File: config.mk
export PLATFORM = sky130hd
export DESIGN_NAME = bec_ctrl
export DESIGN_NICKNAME = d
export VERILOG_FILES = /design/src/inc/bec_pkg.sv /design/src/logic/bec_ctrl.sv
export SDC_FILE = /design/constraint.sdc
export NUM_CORES = 1
export LEC_CHECK = 0
export ABC_AREA = 1
export BUFFER_PORTS_ARGS = -buffer_cell sky130_fd_sc_hd__buf_2
export CELL_PAD_IN_SITES_DETAIL_PLACEMENT = 0
export CELL_PAD_IN_SITES_GLOBAL_PLACEMENT = 1
export CORE_UTILIZATION = 51
export CTS_CLUSTER_SIZE = 24
export DETAILED_ROUTE_END_ITERATION = 12
export PLACE_DENSITY_LB_ADDON = 0.1
export SYNTH_ARGS = -nofsm -noshare
export SYNTH_HDL_FRONTEND = slang
export SYNTH_SLANG_ARGS = --single-unit
File: constraint.sdc
create_clock -name i_ref_clk -period 4.4 [get_ports i_ref_clk]
set_clock_uncertainty 0.05 [all_clocks]
set_input_delay 0.66 -clock i_ref_clk [delete_from_list [all_inputs] [get_ports i_ref_clk]]
set_output_delay 0.66 -clock i_ref_clk [all_outputs]
set_load 0.03 [all_outputs]
File: src/inc/bec_pkg.sv
// Package of constants for the byte nonvolatile memory controller
`default_nettype none
package bec_pkg;
    // ------------------------------------------------------------
    // Register byte addresses on the AXI4-Lite slave
    // ------------------------------------------------------------
    localparam logic [7:0] ADDR_CTRL = 8'h00;
    localparam logic [7:0] ADDR_ADDR = 8'h04;
    localparam logic [7:0] ADDR_DATA = 8'h08;
    localparam logic [7:0] ADDR_STAT = 8'h0C;
    // ------------------------------------------------------------
    // Control and status register field positions
    // ------------------------------------------------------------
    localparam int BIT_READ = 0;
    localparam int BIT_GO = 1;
    localparam int BIT_UNLOCK = 2;
    localparam int BIT_IRQ_EN = 3;
    localparam int BIT_KIND_LO = 4;
    localparam int BIT_KIND_HI = 5;
    localparam int BIT_STALL = 0;
    // ------------------------------------------------------------
    // Reset values and encodings
    // ------------------------------------------------------------
    localparam logic [1:0] KIND_RESET = 2'h0;
    localparam logic [1:0] KIND_ATOMIC = 2'h0;
    localparam logic [1:0] KIND_ERASE = 2'h1;
    localparam logic [1:0] KIND_WRITE = 2'h2;
    localparam logic [7:0] ERASED_BYTE = 8'hFF;
    localparam logic [1:0] RESP_OKAY = 2'h0;
    localparam logic [1:0] RESP_SLVERR = 2'h2;
    // ------------------------------------------------------------
    // Timing
    // ------------------------------------------------------------
    localparam int CLK_HZ = 40000000;
    localparam int OSC_HZ = 8000000;
    localparam int OSC_DIV = CLK_HZ / OSC_HZ;
    localparam int ATOMIC_US = 3400;
    localparam int SPLIT_US = 1800;
    localparam int ATOMIC_TICKS = ATOMIC_US * (OSC_HZ / 1000000);
    localparam int SPLIT_TICKS = SPLIT_US * (OSC_HZ / 1000000);
    localparam int UNLOCK_CYCLES = 4;
    localparam int READ_STALL = 4;
    localparam int PROG_STALL = 2;
endpackage
`default_nettype wire

File: src/logic/bec_ctrl.sv
// Byte nonvolatile memory controller with an AXI4-Lite register slave
//
// Chosen here: the AXI4-Lite interface to the registers and the register addresses.
`default_nettype none
module bec_ctrl #(
    parameter int ADDR_W = 7,
    parameter int ATOMIC_T = bec_pkg::ATOMIC_TICKS,
    parameter int SPLIT_T = bec_pkg::SPLIT_TICKS
) (
    // Clock and reset
    input wire logic i_ref_clk,
    input wire logic i_rst_n,
    // Power-on reset, clears programming state too
    input wire logic i_por_n,
    // Global interrupt enable of the core
    input wire logic i_gie,
    // AXI4-Lite write address and data
    input wire logic i_awvalid,
    output logic o_awready,
    input wire logic [7:0] i_awaddr,
    input wire logic i_wvalid,
    output logic o_wready,
    input wire logic [31:0] i_wdata,
    input wire logic [3:0] i_wstrb,
    // AXI4-Lite write response
    output logic o_bvalid,
    input wire logic i_bready,
    output logic [1:0] o_bresp,
    // AXI4-Lite read
    input wire logic i_arvalid,
    output logic o_arready,
    input wire logic [7:0] i_araddr,
    output logic o_rvalid,
    input wire logic i_rready,
    output logic [31:0] o_rdata,
    output logic [1:0] o_rresp,
    // Core side
    output logic o_stall,
    output logic o_ready_irq
);
    localparam int DEPTH = 1 << ADDR_W;
    // Wide enough for the longest programming count, so no timer bits are lost
    localparam int CW = $clog2(ATOMIC_T + 1);

    // ------------------------------------------------------------
    // State
    // ------------------------------------------------------------
    typedef enum logic [1:0] {BEC_IDLE, BEC_ERASE, BEC_PROG} bec_phase_type;

    logic [7:0] mem_reg [DEPTH];
    logic [ADDR_W-1:0] addr_reg, addr_next;
    logic [7:0] data_reg, data_next;
    logic [1:0] kind_reg, kind_next;
    logic irq_en_reg, irq_en_next;
    logic unlock_reg, unlock_next;
    logic [2:0] unlock_cnt_reg, unlock_cnt_next;
    logic busy_reg, busy_next;
    bec_phase_type phase_reg, phase_next;
    logic [CW-1:0] tick_cnt_reg, tick_cnt_next;
    logic [2:0] div_reg, div_next;
    logic [2:0] stall_cnt_reg, stall_cnt_next;
    logic stall_reg, irq_reg;
    logic awready_reg, wready_reg, arready_reg;
    logic mem_we;
    logic [7:0] mem_wdata;
    logic osc_tick;

    logic aw_reg, aw_next, w_reg, w_next;
    logic [7:0] awaddr_reg, awaddr_next;
    logic [31:0] wdata_reg, wdata_next;
    logic [3:0] wstrb_reg, wstrb_next;
    logic bvalid_reg, bvalid_next;
    logic [1:0] bresp_reg, bresp_next;
    logic rvalid_reg, rvalid_next;
    logic [31:0] rdata_reg, rdata_next;
    logic [1:0] rresp_reg, rresp_next;
    logic wr_fire, rd_fire;
    logic [31:0] ctrl_view;

    // ------------------------------------------------------------
    // Timing tick from the clock divider
    // ------------------------------------------------------------
    // Stands in for the internal oscillator: one pulse per 125 ns
    always_comb begin
        div_next = (div_reg == 3'(bec_pkg::OSC_DIV - 1)) ? 3'h0 : div_reg + 3'h1;
        osc_tick = (div_reg == 3'(bec_pkg::OSC_DIV - 1));
    end

    // ------------------------------------------------------------
    // Bus handshake
    // ------------------------------------------------------------
    assign o_awready = awready_reg;
    assign o_wready = wready_reg;
    assign o_arready = arready_reg;
    assign o_bvalid = bvalid_reg;
    assign o_bresp = bresp_reg;
    assign o_rvalid = rvalid_reg;
    assign o_rdata = rdata_reg;
    assign o_rresp = rresp_reg;
    assign o_stall = stall_reg;
    assign o_ready_irq = irq_reg;

    // Address and data may arrive in either order; write fires once both held
    always_comb begin
        aw_next = aw_reg;
        w_next = w_reg;
        awaddr_next = awaddr_reg;
        wdata_next = wdata_reg;
        wstrb_next = wstrb_reg;
        if (i_awvalid && !aw_reg) begin
            aw_next = 1'b1;
            awaddr_next = i_awaddr;
        end
        if (i_wvalid && !w_reg) begin
            w_next = 1'b1;
            wdata_next = i_wdata;
            wstrb_next = i_wstrb;
        end
        wr_fire = aw_reg && w_reg && !bvalid_reg;
        if (wr_fire) begin
            aw_next = 1'b0;
            w_next = 1'b0;
        end
        rd_fire = i_arvalid && !rvalid_reg;
    end

    // ------------------------------------------------------------
    // Register file and programming engine
    // ------------------------------------------------------------
    always_comb begin
        ctrl_view = 32'h0;
        ctrl_view[bec_pkg::BIT_GO] = busy_reg;
        ctrl_view[bec_pkg::BIT_UNLOCK] = unlock_reg;
        ctrl_view[bec_pkg::BIT_IRQ_EN] = irq_en_reg;
        ctrl_view[bec_pkg::BIT_KIND_LO] = kind_reg[0];
        ctrl_view[bec_pkg::BIT_KIND_HI] = kind_reg[1];
    end

    always_comb begin
        addr_next = addr_reg;
        data_next = data_reg;
        kind_next = kind_reg;
        irq_en_next = irq_en_reg;
        unlock_next = unlock_reg;
        unlock_cnt_next = unlock_cnt_reg;
        busy_next = busy_reg;
        phase_next = phase_reg;
        tick_cnt_next = tick_cnt_reg;
        stall_cnt_next = (stall_cnt_reg != 3'h0) ? stall_cnt_reg - 3'h1 : 3'h0;
        mem_we = 1'b0;
        mem_wdata = data_reg;
        bvalid_next = bvalid_reg && !i_bready;
        bresp_next = bresp_reg;
        rvalid_next = rvalid_reg && !i_rready;
        rdata_next = rdata_reg;
        rresp_next = rresp_reg;
        // Unlock window closes by itself
        if (unlock_reg) begin
            if (unlock_cnt_reg == 3'(bec_pkg::UNLOCK_CYCLES - 1)) begin
                unlock_next = 1'b0;
            end else begin
                unlock_cnt_next = unlock_cnt_reg + 3'h1;
            end
        end
        // Program timing runs on oscillator ticks only
        if (busy_reg && osc_tick) begin
            if (tick_cnt_reg > CW'(1)) begin
                tick_cnt_next = tick_cnt_reg - CW'(1);
            end else if (phase_reg == BEC_ERASE && kind_reg == bec_pkg::KIND_ATOMIC) begin
                // Atomic: erase half done, now program the new byte
                mem_we = 1'b1;
                mem_wdata = bec_pkg::ERASED_BYTE;
                phase_next = BEC_PROG;
                tick_cnt_next = CW'(ATOMIC_T - SPLIT_T);
            end else begin
                mem_we = 1'b1;
                mem_wdata = (phase_reg == BEC_ERASE) ? bec_pkg::ERASED_BYTE
                                                    : (mem_reg[addr_reg] & data_reg);
                phase_next = BEC_IDLE;
                busy_next = 1'b0;
            end
        end
        // Register writes
        if (wr_fire) begin
            bvalid_next = 1'b1;
            bresp_next = bec_pkg::RESP_OKAY;
            if (awaddr_reg == bec_pkg::ADDR_CTRL && wstrb_reg[0]) begin
                if (!busy_reg) begin
                    kind_next = {wdata_reg[bec_pkg::BIT_KIND_HI],
                                 wdata_reg[bec_pkg::BIT_KIND_LO]};
                end
                irq_en_next = wdata_reg[bec_pkg::BIT_IRQ_EN];
                if (wdata_reg[bec_pkg::BIT_UNLOCK] && !unlock_reg) begin
                    unlock_next = 1'b1;
                    unlock_cnt_next = 3'h0;
                end
                if (wdata_reg[bec_pkg::BIT_GO] && unlock_reg && !busy_reg
                    && kind_next != 2'h3) begin
                    busy_next = 1'b1;
                    unlock_next = 1'b0;
                    stall_cnt_next = 3'(bec_pkg::PROG_STALL);
                    // Mode 11 is refused above; write only skips erase
                    phase_next = (kind_next == bec_pkg::KIND_WRITE) ? BEC_PROG : BEC_ERASE;
                    tick_cnt_next = (kind_next == bec_pkg::KIND_ATOMIC) ? CW'(SPLIT_T)
                                                                        : CW'(SPLIT_T);
                end else if (wdata_reg[bec_pkg::BIT_READ] && !busy_reg) begin
                    // Read strobe is never stored, so it needs no clearing
                    data_next = mem_reg[addr_reg];
                    stall_cnt_next = 3'(bec_pkg::READ_STALL);
                end
            end else if (awaddr_reg == bec_pkg::ADDR_ADDR && wstrb_reg[0]) begin
                if (!busy_reg) begin
                    addr_next = wdata_reg[ADDR_W-1:0];
                end
            end else if (awaddr_reg == bec_pkg::ADDR_DATA && wstrb_reg[0]) begin
                data_next = wdata_reg[7:0];
            end else if (awaddr_reg != bec_pkg::ADDR_CTRL && awaddr_reg != bec_pkg::ADDR_ADDR
                         && awaddr_reg != bec_pkg::ADDR_DATA) begin
                bresp_next = bec_pkg::RESP_SLVERR;
            end
        end
        // Register reads
        if (rd_fire) begin
            rvalid_next = 1'b1;
            rresp_next = bec_pkg::RESP_OKAY;
            unique case (i_araddr)
                bec_pkg::ADDR_CTRL: rdata_next = ctrl_view;
                bec_pkg::ADDR_ADDR: rdata_next = 32'(addr_reg);
                bec_pkg::ADDR_DATA: rdata_next = {24'h0, data_reg};
                bec_pkg::ADDR_STAT: rdata_next = {31'h0, stall_reg};
                default: begin
                    rdata_next = 32'h0;
                    rresp_next = bec_pkg::RESP_SLVERR;
                end
            endcase
        end
    end

    // ------------------------------------------------------------
    // Registers
    // ------------------------------------------------------------
    // Programming state survives system reset, only power-on clears it
    always_ff @(posedge i_ref_clk or negedge i_por_n) begin
        if (!i_por_n) begin
            busy_reg <= 1'b0;
            phase_reg <= BEC_IDLE;
            tick_cnt_reg <= '0;
            div_reg <= 3'h0;
        end else begin
            busy_reg <= busy_next;
            phase_reg <= phase_next;
            tick_cnt_reg <= tick_cnt_next;
            div_reg <= div_next;
        end
    end

    // Address and data must outlive a reset that lands mid programming
    always_ff @(posedge i_ref_clk) begin
        if (mem_we) begin
            mem_reg[addr_reg] <= mem_wdata;
        end
        if (!i_rst_n) begin
            if (!busy_reg) begin
                kind_reg <= bec_pkg::KIND_RESET;
            end
        end else begin
            addr_reg <= addr_next;
            data_reg <= data_next;
            kind_reg <= kind_next;
        end
    end

    always_ff @(posedge i_ref_clk or negedge i_rst_n) begin
        if (!i_rst_n) begin
            irq_en_reg <= 1'b0;
            unlock_reg <= 1'b0;
            unlock_cnt_reg <= 3'h0;
            stall_cnt_reg <= 3'h0;
            stall_reg <= 1'b0;
            irq_reg <= 1'b0;
            awready_reg <= 1'b1;
            wready_reg <= 1'b1;
            arready_reg <= 1'b1;
            aw_reg <= 1'b0;
            w_reg <= 1'b0;
            awaddr_reg <= 8'h0;
            wdata_reg <= 32'h0;
            wstrb_reg <= 4'h0;
            bvalid_reg <= 1'b0;
            bresp_reg <= 2'h0;
            rvalid_reg <= 1'b0;
            rdata_reg <= 32'h0;
            rresp_reg <= 2'h0;
        end else begin
            irq_en_reg <= irq_en_next;
            unlock_reg <= unlock_next;
            unlock_cnt_reg <= unlock_cnt_next;
            stall_cnt_reg <= stall_cnt_next;
            stall_reg <= (stall_cnt_next != 3'h0);
            irq_reg <= irq_en_next && i_gie && !busy_next;
            // Ready flags kept as flops so the bus sees no logic after a register
            awready_reg <= !aw_next;
            wready_reg <= !w_next;
            arready_reg <= !rvalid_next;
            aw_reg <= aw_next;
            w_reg <= w_next;
            awaddr_reg <= awaddr_next;
            wdata_reg <= wdata_next;
            wstrb_reg <= wstrb_next;
            bvalid_reg <= bvalid_next;
            bresp_reg <= bresp_next;
            rvalid_reg <= rvalid_next;
            rdata_reg <= rdata_next;
            rresp_reg <= rresp_next;
        end
    end
endmodule // bec_ctrl
`default_nettype wire

==> Implementation_results.wiki <==
{| class="wikitable"
! Metric !! Value
|-
| Status || finished, final reports clean
|-
| PwrDens || 419 nW/um2
|-
| Global-route usage over all layers || 0.257
|-
| Area inside the core boundary || roughly 90,000 um2
|-
| Post-CTS setup repair buffer count || 0
|-
| YS warnings || 0
|-
| Peak supply drop || 0.444 mV
|-
| Proportion of register bits with asynchronous set or reset after synthesis || 0.0584
|-
| Height of the die || 304 um
|-
| Count of filler cells inserted in the layout || around 7,500
|-
| CP Capture Type || flip-flop
|-
| Final Max Tran Viols || 0
|-
| Max FFs per register || just over 1,000
|-
| Final number of hold-violating endpoints || 0
|-
| Post-cts resize count || 0
|-
| Number of clock sinks || 1,113
|-
| Share of power burned in the clock network || 0.429
|-
| Crit Path Max Fanout || 93
|-
| Number of antenna violations at the first check in global routing || 1
|-
| Reg power frac || 0.541
|-
| Number of enable-type register cells in the synthesized netlist || 1,041
|-
| Internal power || 17.0 mW
|-
| Die footprint || 92,300 um2
|-
| Portion of the post-synthesis area used by sequential elements || 0.711
|-
| Summed instance area of the synthesized netlist || 46,400 um2
|-
| IO Port Bufs || 50
|-
| Hold WS || 93.1 ps
|-
| Critical Path AT || ~4200 ps
|-
| Final routed DRC violation total || 0
|-
| Final standard cell count with taps included and fillers excluded || 5,335
|-
| Leakage || 18.8 nW
|-
| CTS H-tree depth || 3
|-
| Ant. Diodes || 0
|-
| Final critical-path share of the clock period || 0.885
|-
| Clock-pin slew of the registers on the worst-case setup and hold paths || 60 ps
|-
| Max-slew headroom || 0.149
|-
| Critical path start-end classification || flip-flop to flip-flop
|-
| Largest net degree at the start of global routing || 131
|-
| Layout overhead on the synthesized area || 10.7%
|-
| Crit-path slowest cell || buf_4
|-
| Top FF cell, synth || edfxtp_1
|-
| Unrepaired setup endpoints after global routing || false
|-
| Worst-skew pair later-pin latency || 700 ps
|-
| Number of nets in the finished design || just over 4,000
|-
| Max cap viols || 0
|-
| Most area-consuming cells after synthesis || edfxtp_1 (67%), nand2_1 (10%), nand3_1 (10%)
|-
| Synthesized flop and latch total || around 1,100
|-
| Count of nets left with antenna violations after detail routing || 0
|-
| Critical-path cell list || buf_12 > buf_4 > nand2_1 > nand3_1 > nand3_1 > nand3_1 > nand2_1 > nand2_1 > nand3_1 > nand2_1 > nand2_1 > nand3_1 > nand2_1 > nand2_4 > buf_4
|-
| Total placed cells including tap cells || 5,123
|-
| Sum of negative setup slack || 0 ps
|-
| Biggest cell delay along the critical path || 750 ps
|-
| Cell type with the highest aggregate area in the netlist || edfxtp_1
|-
| HPWL reported at the end of detailed placement || about 68,000 um
|-
| Root buffer cell || clkbuf_16
|-
| Portion of synthesized cell area occupied by the leading cell type || 0.673
|-
| Launching element type of the critical path || flip-flop
|-
| Worst endpoint required time || approximately 4700 ps
|-
| Overflow left after global routing || 0
|-
| Switching fraction of total power || 0.212
|-
| First-pass GRT wire length || 177,000 um
|-
| Count of routing violations after the opening detailed-route iteration || 2,537
|-
| Kind of path behind the tightest hold check || input port to flip-flop
|-
| Final weighted congestion in routability-driven placement || 0.806
|-
| Most repeated library cell on the critical path || nand2_1
|-
| Number of instances in the synthesized netlist || 4,056
|-
| Bufs on Longest Clock Path || 3
|-
| Placed cell area || 47,900 um2
|-
| Drt via density || between 5 and 6
|-
| Power spent charging and discharging nets || 4.57 mW
|-
| Synth top cells by count || nand2_1 (1,293), edfxtp_1 (1,041), nand3_1 (954), nor2_1 (178), buf_2 (147)
|-
| IO Pins || 104
|-
| Final critical-path required period || 3890 ps
|-
| Core occupancy in the finished layout || 0.570
|-
| Vias in the first global route || 28,300
|-
| Number of hold-repair buffers added at the cts stage || 2
|-
| WHS Path Cells || 2
|-
| Worst Reg-to-Reg Cells || 15
|-
| Number of CTS-inserted buffers || 114
|-
| Die outline width || 304 um
|-
| Detailed-route wire length || 118,000 um
|-
| Distinct cell type count after synthesis || 52
|-
| Initial core utilization || 0.515
|-
| Top achievable clock speed || 257 MHz
|-
| Clock tree from TritonCTS || done
|-
| Final Instance Area || 51,400 um2
|-
| Share of total power in combinational logic || 0.030
|-
| Total number of vias || 29,600
|-
| Per-instance average area after synthesis || 11.5 um2
|-
| Fraction of final layout cells with drive strength greater than 1 || 0.0870
|-
| Placement row count || 110
|-
| Most common cell in the synthesized netlist || nand2_1
|-
| Pre-Repair DR Iteration Count || 6
|-
| Count of final setup violators || 0
|-
| Routed wire length per instance || ~22 um
|-
| Slew at the pin closest to its max-slew limit || 1270 ps
|}
-- metrics by stage --
| stage | power [mW] | setup WS (ps) |
|---|---|---|
| after global placement | 12.5 | 627 |
| after CTS | 21.7 | 575 |
| after detailed placement | 12.5 | 585 |
| after global routing | 22.2 | 258 |
| after floorplan | 12.3 | 878 |
| final | 21.6 | 508 |
-- cell families (layout without fill, tap and decap cells) --
group	after synthesis	after routing	share of synthesized area
DFF	1113	1113	0.711
buffers and inverters	354	432	0.0401
and+or+nand+nor	2481	2481	0.233
AOI/OAI and AO/OA	84	84	0.0100
muxes	9	9	0.00218
xor gates and xnor gates	7	7	0.00132
adders and majority gates	7	7	0.00189
other	1	26	0.0000807
-- worst paths after layout --
kind / slack (ps) / start / endpoint
max: 510 / flip-flop / mem_reg[2][6]
min: 90 / i_bready / o_bvalid
max reg2reg: 510 / flip-flop / mem_reg[2][6]
min reg2reg: 390 / wdata_reg[6] / addr_reg[6]
max in group asynchronous: 3170 / i_rst_n / o_awready
min in group asynchronous: 330 / i_rst_n / wdata_reg[4]
-- power by group through the flow --
stage               Sequential [mW]  Combinational, mW  Clock [mW]
floorplan                      11.9              0.428           0
global placement               11.9              0.644           0
detailed placement             11.9              0.654           0
CTS                            11.7              0.657        9.37
global route                   11.7              0.724        9.76
finish                         11.7              0.651        9.25
-- layout make-up --
cell class	instances	area, um2	area share
clock buffer	132	2930	0.0570
clock inverter	78	617	0.0120
inverter	90	364	0.00708
multi-input combinational	2614	11700	0.228
sequential	1113	33000	0.643
tap	1176	1470	0.0286
timing repair buffer	132	1300	0.0252
-- layout by cell type (no fill, tap or decap), types with 11 or more instances in the layout --
cell | synthesis | routed
nand2_1 | 1293 | 1285
edfxtp_1 | 1041 | 1041
nand3_1 | 954 | 954
nor2_1 | 178 | 178
clkbuf_16 | 0 | 114
inv_1 | 80 | 79
dfrtp_1 | 62 | 62
buf_2 | 147 | 50
buf_4 | 48 | 46
buf_12 | 0 | 34
clkinv_1 | 1 | 30
a21oi_1 | 29 | 29
clkinv_2 | 0 | 29
conb_1 | 1 | 26
o21ai_0 | 23 | 23
clkbuf_1 | 29 | 17
o21ai_1 | 13 | 13
nor3_1 | 11 | 11
-- critical path, delay by kind of cell (launching register included) --
| kind | cells | cell delay (ps) |
|---|---|---|
| buffers and inverters | 3 | 1470 |
| flip-flops | 1 | 560 |
| AND/OR/NAND/NOR | 12 | 1250 |
-- layer usage --
| metal | global-route usage | wire length, um | up-vias |
|---|---|---|---|
| li1 | - | - | 14200 |
| met1 | 0.363 | 51300 | 14400 |
| met2 | 0.407 | 55600 | 880 |
| met3 | 0.0393 | 7660 | 204 |
| met4 | 0.0889 | 3700 | 2 |
| met5 | 0 | 16 | - |
Power figures use the tool's default switching activity.
